File: src/inc/sftr_consts.svh
// Register offsets, reset values, field ranges and timing figures
`ifndef SFTR_CONSTS_SVH
`define SFTR_CONSTS_SVH
`define SFTR_A_VLO      8'h03
`define SFTR_A_HSH      8'h17
`define SFTR_A_HEH      8'h18
`define SFTR_A_VSH      8'h19
`define SFTR_A_VEH      8'h1A
`define SFTR_A_TX       8'h2A
`define SFTR_A_LI       8'h2B
`define SFTR_A_VXL      8'h2D
`define SFTR_A_VXH      8'h2E
`define SFTR_A_LUM      8'h2F
`define SFTR_A_HSY      8'h30
`define SFTR_A_HEY      8'h31
`define SFTR_A_HLO      8'h32
`define SFTR_R_VLO      8'h00
`define SFTR_R_HSH      8'h11
`define SFTR_R_HEH      8'h61
`define SFTR_R_VSH      8'h01
`define SFTR_R_VEH      8'h3D
`define SFTR_R_TX       8'h00
`define SFTR_R_LI       8'h00
`define SFTR_R_VXL      8'h00
`define SFTR_R_VXH      8'h00
`define SFTR_R_LUM      8'h00
`define SFTR_R_HSY      8'h08
`define SFTR_R_HEY      8'h30
`define SFTR_R_HLO      8'h2D
`define SFTR_TX_ADJ     7:4
`define SFTR_TX_HORIZONTAL_WINDOW_END_HIGH    3:2
`define SFTR_TX_HSTA    1:0
`define SFTR_HLO_END    5:3
`define SFTR_HLO_STA    2:0
`define SFTR_HLO_MASK   8'h3F
`define SFTR_VLO_END    3:2
`define SFTR_VLO_STA    1:0
`define SFTR_VLO_MASK   8'h0F
`define SFTR_VS_BASE    17'h00004
`define SFTR_LINE_PIX   800
`define SFTR_FRAME_LN   594
`endif

File: src/inc/sftr_pkg.sv
// Types shared by the frame timing block
package sftr_pkg;
    typedef struct packed {
        logic       wr;
        logic       rd;
        logic [7:0] addr;
        logic [7:0] wdata;
    } sftr_req_t;

    typedef struct packed {
        logic [7:0] blue;
        logic [7:0] green_blue;
        logic [7:0] green_red;
        logic [7:0] red;
    } sftr_avg_t;

    typedef struct packed {
        logic vsync;
        logic hsync;
        logic href;
    } sftr_sync_t;

    typedef struct packed {
        logic [7:0] r_vlo;
        logic [7:0] r_hsh;
        logic [7:0] r_heh;
        logic [7:0] r_vsh;
        logic [7:0] r_veh;
        logic [7:0] r_tx;
        logic [7:0] r_li;
        logic [7:0] r_vxl;
        logic [7:0] r_vxh;
        logic [7:0] r_lum;
        logic [7:0] r_hsy;
        logic [7:0] r_hey;
        logic [7:0] r_hlo;
    } sftr_regs_t;

    typedef struct packed {
        sftr_regs_t  r;
        logic [9:0]  sh_vs;
        logic [9:0]  sh_ve;
        logic [10:0] sh_hs;
        logic [10:0] sh_he;
        logic [9:0]  sh_hss;
        logic [9:0]  sh_hse;
        logic [11:0] sh_adj;
        logic [15:0] sh_vx;
        logic [10:0] pix;
        logic [12:0] line;
        logic [16:0] vcnt;
        sftr_sync_t  sync;
        logic [7:0]  rdata;
    } sftr_state_t;
endpackage

File: src/sftr_top.sv
// Frame and line timing generator with its control registers
`timescale 1ns/10ps
`include "sftr_consts.svh"
module sftr_top
    import sftr_pkg::*;
#(
    parameter int LINE_PIXELS = `SFTR_LINE_PIX,
    parameter int FRAME_LINES = `SFTR_FRAME_LN
) (
    // Clock and reset
    input  wire logic       i_clk_sys,
    input  wire logic       i_reset,
    // Decoded serial control port
    input  wire sftr_req_t  i_req,
    output      logic [7:0] o_reg_rdata,
    // Channel averages from the statistics counters
    input  wire sftr_avg_t  i_avg,
    // Frame and line sync to the capture host
    output      sftr_sync_t o_sync,
    output      logic       o_frame_start
);
    // Counter widths limit the frame geometry
    if (LINE_PIXELS < 2 || LINE_PIXELS > 2048 ||
        FRAME_LINES < 2 || FRAME_LINES > 4096) begin : g_bad_size
        $error("sftr_top: counter widths cannot hold the parameters");
    end

    localparam logic [10:0] PIX_LAST = 11'(LINE_PIXELS - 1);
    localparam logic [12:0] LN_LAST  = 13'(FRAME_LINES - 1);

    localparam sftr_state_t RST_S = '{
        r: '{r_vlo: `SFTR_R_VLO, r_hsh: `SFTR_R_HSH, r_heh: `SFTR_R_HEH,
             r_vsh: `SFTR_R_VSH, r_veh: `SFTR_R_VEH, r_tx: `SFTR_R_TX,
             r_li: `SFTR_R_LI, r_vxl: `SFTR_R_VXL, r_vxh: `SFTR_R_VXH,
             r_lum: `SFTR_R_LUM, r_hsy: `SFTR_R_HSY, r_hey: `SFTR_R_HEY,
             r_hlo: `SFTR_R_HLO},
        default: '0
    };

    sftr_state_t s;
    sftr_state_t next_s;

    logic        line_end;
    logic        frame_end;
    logic [9:0]  lum_sum;
    logic [11:0] vpos;

    function automatic logic [7:0] read_reg(input logic [7:0] a,
                                            input sftr_regs_t r);
        unique case (a)
            `SFTR_A_VLO: read_reg = r.r_vlo;
            `SFTR_A_HSH: read_reg = r.r_hsh;
            `SFTR_A_HEH: read_reg = r.r_heh;
            `SFTR_A_VSH: read_reg = r.r_vsh;
            `SFTR_A_VEH: read_reg = r.r_veh;
            `SFTR_A_TX:  read_reg = r.r_tx;
            `SFTR_A_LI:  read_reg = r.r_li;
            `SFTR_A_VXL: read_reg = r.r_vxl;
            `SFTR_A_VXH: read_reg = r.r_vxh;
            `SFTR_A_LUM: read_reg = r.r_lum;
            `SFTR_A_HSY: read_reg = r.r_hsy;
            `SFTR_A_HEY: read_reg = r.r_hey;
            `SFTR_A_HLO: read_reg = r.r_hlo;
            default:     read_reg = 8'h00;
        endcase
    endfunction

    assign line_end  = (s.pix == PIX_LAST);
    assign frame_end = line_end && (s.line == LN_LAST + 13'(s.sh_adj));
    assign lum_sum   = 10'(i_avg.blue) + 10'(i_avg.green_blue)
                     + 10'(i_avg.green_red) + 10'(i_avg.red);
    assign vpos      = s.line[12:1];

    always_comb begin
        next_s = s;
        if (i_req.rd)
            next_s.rdata = read_reg(i_req.addr, s.r);
        if (i_req.wr) begin
            unique case (i_req.addr)
                `SFTR_A_VLO: next_s.r.r_vlo = i_req.wdata & `SFTR_VLO_MASK;
                `SFTR_A_HSH: next_s.r.r_hsh = i_req.wdata;
                `SFTR_A_HEH: next_s.r.r_heh = i_req.wdata;
                `SFTR_A_VSH: next_s.r.r_vsh = i_req.wdata;
                `SFTR_A_VEH: next_s.r.r_veh = i_req.wdata;
                `SFTR_A_TX:  next_s.r.r_tx  = i_req.wdata;
                `SFTR_A_LI:  next_s.r.r_li  = i_req.wdata;
                `SFTR_A_VXL: next_s.r.r_vxl = i_req.wdata;
                `SFTR_A_VXH: next_s.r.r_vxh = i_req.wdata;
                `SFTR_A_LUM: next_s.r.r_lum = i_req.wdata;
                `SFTR_A_HSY: next_s.r.r_hsy = i_req.wdata;
                `SFTR_A_HEY: next_s.r.r_hey = i_req.wdata;
                `SFTR_A_HLO: next_s.r.r_hlo = i_req.wdata & `SFTR_HLO_MASK;
                default: ;
            endcase
        end
        // Pixel and line counters
        next_s.pix = line_end ? 11'h000 : s.pix + 11'h001;
        if (line_end)
            next_s.line = frame_end ? 13'h0000 : s.line + 13'h0001;
        if (line_end && s.vcnt != 17'h00000)
            next_s.vcnt = s.vcnt - 17'h00001;
        if (frame_end) begin
            // hardware update beats a host write
            next_s.r.r_lum = lum_sum[9:2];
            next_s.sh_vs  = {s.r.r_vsh, s.r.r_vlo[`SFTR_VLO_STA]};
            next_s.sh_ve  = {s.r.r_veh, s.r.r_vlo[`SFTR_VLO_END]};
            next_s.sh_hs  = {s.r.r_hsh, s.r.r_hlo[`SFTR_HLO_STA]};
            next_s.sh_he  = {s.r.r_heh, s.r.r_hlo[`SFTR_HLO_END]};
            next_s.sh_hss = {s.r.r_tx[`SFTR_TX_HSTA], s.r.r_hsy};
            next_s.sh_hse = {s.r.r_tx[`SFTR_TX_HORIZONTAL_WINDOW_END_HIGH], s.r.r_hey};
            next_s.sh_adj = {s.r.r_tx[`SFTR_TX_ADJ], s.r.r_li};
            next_s.sh_vx  = {s.r.r_vxh, s.r.r_vxl};
            next_s.vcnt   = `SFTR_VS_BASE
                          + {1'b0, s.r.r_vxh, s.r.r_vxl};
        end
        next_s.sync.vsync = (next_s.vcnt != 17'h00000);
        next_s.sync.hsync = ({1'b0, s.pix} >= 11'(s.sh_hss))
                         && ({1'b0, s.pix} < {1'b0, s.sh_hse});
        next_s.sync.href  = (s.pix >= s.sh_hs) && (s.pix < s.sh_he)
                         && (vpos >= 12'(s.sh_vs))
                         && (vpos < 12'(s.sh_ve));
    end

    always_ff @(posedge i_clk_sys or posedge i_reset) begin
        if (i_reset) begin
            s <= RST_S;
        end else begin
            s <= next_s;
        end
    end

    assign o_reg_rdata   = s.rdata;
    assign o_sync        = s.sync;
    assign o_frame_start = s.sync.vsync && (s.line == 13'h0000)
                        && (s.pix == 11'h000) && (s.vcnt != 17'h00000)
                        && (s.vcnt == `SFTR_VS_BASE + {1'b0, s.sh_vx});

    logic past_fe;
    always_ff @(posedge i_clk_sys or posedge i_reset) begin
        if (i_reset)
            past_fe <= 1'b0;
        else
            past_fe <= frame_end;
    end
endmodule

File: config.mk
export PLATFORM = sky130hd
export DESIGN_NAME = sftr_top
export DESIGN_NICKNAME = d
export VERILOG_FILES = /design/src/inc/sftr_pkg.sv /design/src/sftr_top.sv
export VERILOG_INCLUDE_DIRS = /design/src /design/src/inc
export SDC_FILE = /design/constraint.sdc
export NUM_CORES = 1
export LEC_CHECK = 0
export BUFFER_PORTS_ARGS = -buffer_cell sky130_fd_sc_hd__buf_2
export CAP_MARGIN = 40
export CORE_UTILIZATION = 62
export DETAILED_ROUTE_END_ITERATION = 8
export GPL_TIMING_DRIVEN = 0
export PLACE_DENSITY = 0.78
export SLEW_MARGIN = 20
export SYNTH_ARGS = -nofsm -noshare
export SYNTH_HDL_FRONTEND = slang
export SYNTH_SLANG_ARGS = --single-unit
export TNS_END_PERCENT = 20
File: constraint.sdc
create_clock -name i_clk_sys -period 8.6 [get_ports i_clk_sys]
set_clock_uncertainty 0.2 [all_clocks]
set_input_delay 0.43 -clock i_clk_sys [delete_from_list [all_inputs] [get_ports i_clk_sys]]
set_output_delay 0.43 -clock i_clk_sys [all_outputs]
set_load 0.01 [all_outputs]
==> flow_summary.json <==
{
  "cp_data_required_time_ps": 7970,
  "netlist.area_leader.share": 0.401,
  "p_int_mw": 1.94,
  "gp_congestion": 0.942,
  "gr-usage-met2": 0.532,
  "fp.dieArea_sq_um": 22900,
  "grt_max_degree": 100,
  "drive_gt1_frac": 0.210,
  "ioPinCount": 64,
  "synth_area_leaders": "dfrtp_1 (40%), mux2_2 (10%), ha_1 (6.7%), dfstp_2 (3.4%), xnor2_1 (3.3%)",
  "grt_setup_unrepaired": "false",
  "ys.flop_type": "dfrtp_1",
  "clockRootBuffer": "clkbuf_16",
  "period_minus_slack_ps": 4150,
  "start_util": 0.634,
  "diodes": 0,
  "wl_um": 38000,
  "cts_tree": "yes",
  "pwr-share-clk": 0.448,
  "synth_cell_type_count": 74,
  "port_buffers": 62,
  "ant_nets": 0,
  "critPathKind": "flop to primary output",
  "grtUsageTotal": 0.343,
  "wl_per_cell_um": 21.9,
  "swShare": 0.247,
  "core_area_sq_um": 21800,
  "use_met1": 0.481,
  "hpwl_um": 27300,
  "fill_cells": 1561,
  "ys_warn_count": 0,
  "hold_start": "i_req[2]",
  "first_iter_violations": 1034,
  "hold_ws_ps": 17.4,
  "endpoint_kind": "primary output",
  "grt_antenna_before_repair": 0,
  "p_leak_nw": 7.25,
  "synth_area_sq_um": 13800,
  "fmax_mhz": 241,
  "grt_pass1_wl_um": 59000,
  "syn_avg_cell_area_sq_um": 10.4,
  "die_h_um": 151,
  "r2r_start": "s[46]",
  "syn_to_final_growth_pct": 12.1,
  "drv_cap": 0,
  "overflow": 0,
  "drtPass1Iterations": 6,
  "synth_nets": 1476,
  "cts_max_level": 1,
  "busiest_layer": "met2",
  "drc": 0,
  "period_share": 0.482,
  "pwr-share-comb": 0.086,
  "synth-seq-area-share": 0.436,
  "cp_max_fo": 7,
  "synth-edff-count": 0,
  "timing.final.hold_violations": 0,
  "cp_data_arrival_time_ps": 3520,
  "layout_common_cells": "dfrtp_1 (222), mux2_2 (125), nand2_1 (110)",
  "insertion_delay_ps": 560,
  "met3_usage": 0.0527,
  "worstMarginPinSlew_ps": 857,
  "fin_total_pwr_mw": 2.57,
  "clock_path_buffers": 3,
  "avgViaCountPerCell": 6.40,
  "finalSetupViolations": 0,
  "clkTransAtPathRegs_ps": 60,
  "cp-startpoint": "s[54]",
  "hp-class": "input port to flop",
  "final_net_count": 1576,
  "status": "complete, no violations",
  "rows": 54,
  "clock-sinks": 240,
  "power.density_nw_per_um2": 166,
  "die_width_um": 151,
  "final_util": 0.711,
  "synth-seq-cells": 240,
  "pwr-share-seq": 0.467,
  "synth.largest_area_cell": "dfrtp_1",
  "ir_drop_mv": 0.159,
  "p_sw_uw": 636,
  "drv_slew": 0,
  "async_flop_share": 1.00,
  "vias": 11100,
  "numCtsBuffers": 27,
  "setup_tns_ps": 0,
  "layout_commonest_cell": "dfrtp_1",
  "syn_inst": 1334,
  "cp-start-kind": "flop",
  "first_global_vias": 10800,
  "slew_headroom": 0.423
}
-- registers in the layout (all words and copies together), names as in the netlist --
signal / flops
o_reg_rdata: 8
o_sync: 3
s: 229
-- power groups by stage --
stage	clock network [mW]	logic, mW	registers [mW]
5_1_grt	1.20	0.246	1.20
3_3_place_gp	0	0.208	1.22
6_report	1.15	0.221	1.20
3_5_place_dp	0	0.219	1.22
2_1_floorplan	0	0.156	1.20
4_1_cts	1.15	0.223	1.20
-- per-layer routing --
metal	wire, um	vias to the layer above
li1	-	4952
met1	15800	5468
met2	17200	573
met3	3420	113
met4	1560	0
met5	0	-
-- cells by family (layout without fill, tap and decap cells) --
kind of cell	after synthesis	after routing	share of synthesized area
DFF	240	240	0.436
adders and majority gates	90	90	0.0901
muxes	139	139	0.112
xor gates and xnor gates	94	94	0.0595
and+or+nand+nor	372	372	0.138
buffers and inverters	157	277	0.0512
AOI/OAI and AO/OA	242	242	0.114
-- metrics by stage --
stage	setup slack, ps	std cells	area, sq um
finish	4450	1734	15500
global route	4230	1734	15500
CTS	4480	1734	15500
detailed placement	5040	1679	14600
global placement	-1140	1676	14500
floorplan	1410	1334	13800
-- final timing paths --
| path | to | slack, ps | cells past startpoint |
|---|---|---|---|
| worst min register to register | s[100] | 330 | 1 |
| worst max-delay path | o_frame_start | 4450 | 10 |
| worst min-delay path | s[144] | 20 | 2 |
| min in group asynchronous | s[44] | 230 | 3 |
| worst max register to register | s[15] | 4940 | 9 |
| max in group asynchronous | s[142] | 6710 | 5 |
-- synthesized netlist by cell type (all sizes together), types with 14 or more instances --
library cell / count
dfrtp: 222
mux2: 125
nand2: 111
o21ai: 87
nor2: 84
inv: 80
ha: 74
xnor2: 52
a21oi: 44
buf: 42
xor2: 42
clkbuf: 35
nand4: 30
nand3: 28
nor3: 23
dfstp: 18
nor4: 17
fa: 16
and3: 15
mux2i: 14
or3: 14
-- repair_timing --
action,in CTS,in global routing
buffers inserted,0,0
endpoints found under the hold margin,66,0
gates resized for setup,0,0
hold buffers,6,0
-- critical path, stage by stage (launching register included) --
cell and delay (ps):
dfrtp_1 480, ha_1 190, clkbuf_1 330, nand3_1 180, xnor2_1 260, nand4_1 110, or4_1 590, nor4_1 350
nand3_1 120, a221oi_1 220, buf_2 170
-- final cells by class --
class	instances	area, sq um	area share
Multi-Input combinational cell	937	7100	0.458
Clock buffer	41	798	0.0515
Buffer	77	408	0.0263
Clock inverter	8	86.3	0.00557
Timing Repair Buffer	71	430	0.0277
Tap cell	280	350	0.0226
Sequential cell	240	6030	0.389
Inverter	80	308	0.0198
No activity file was read; power rests on OpenSTA's default activity.
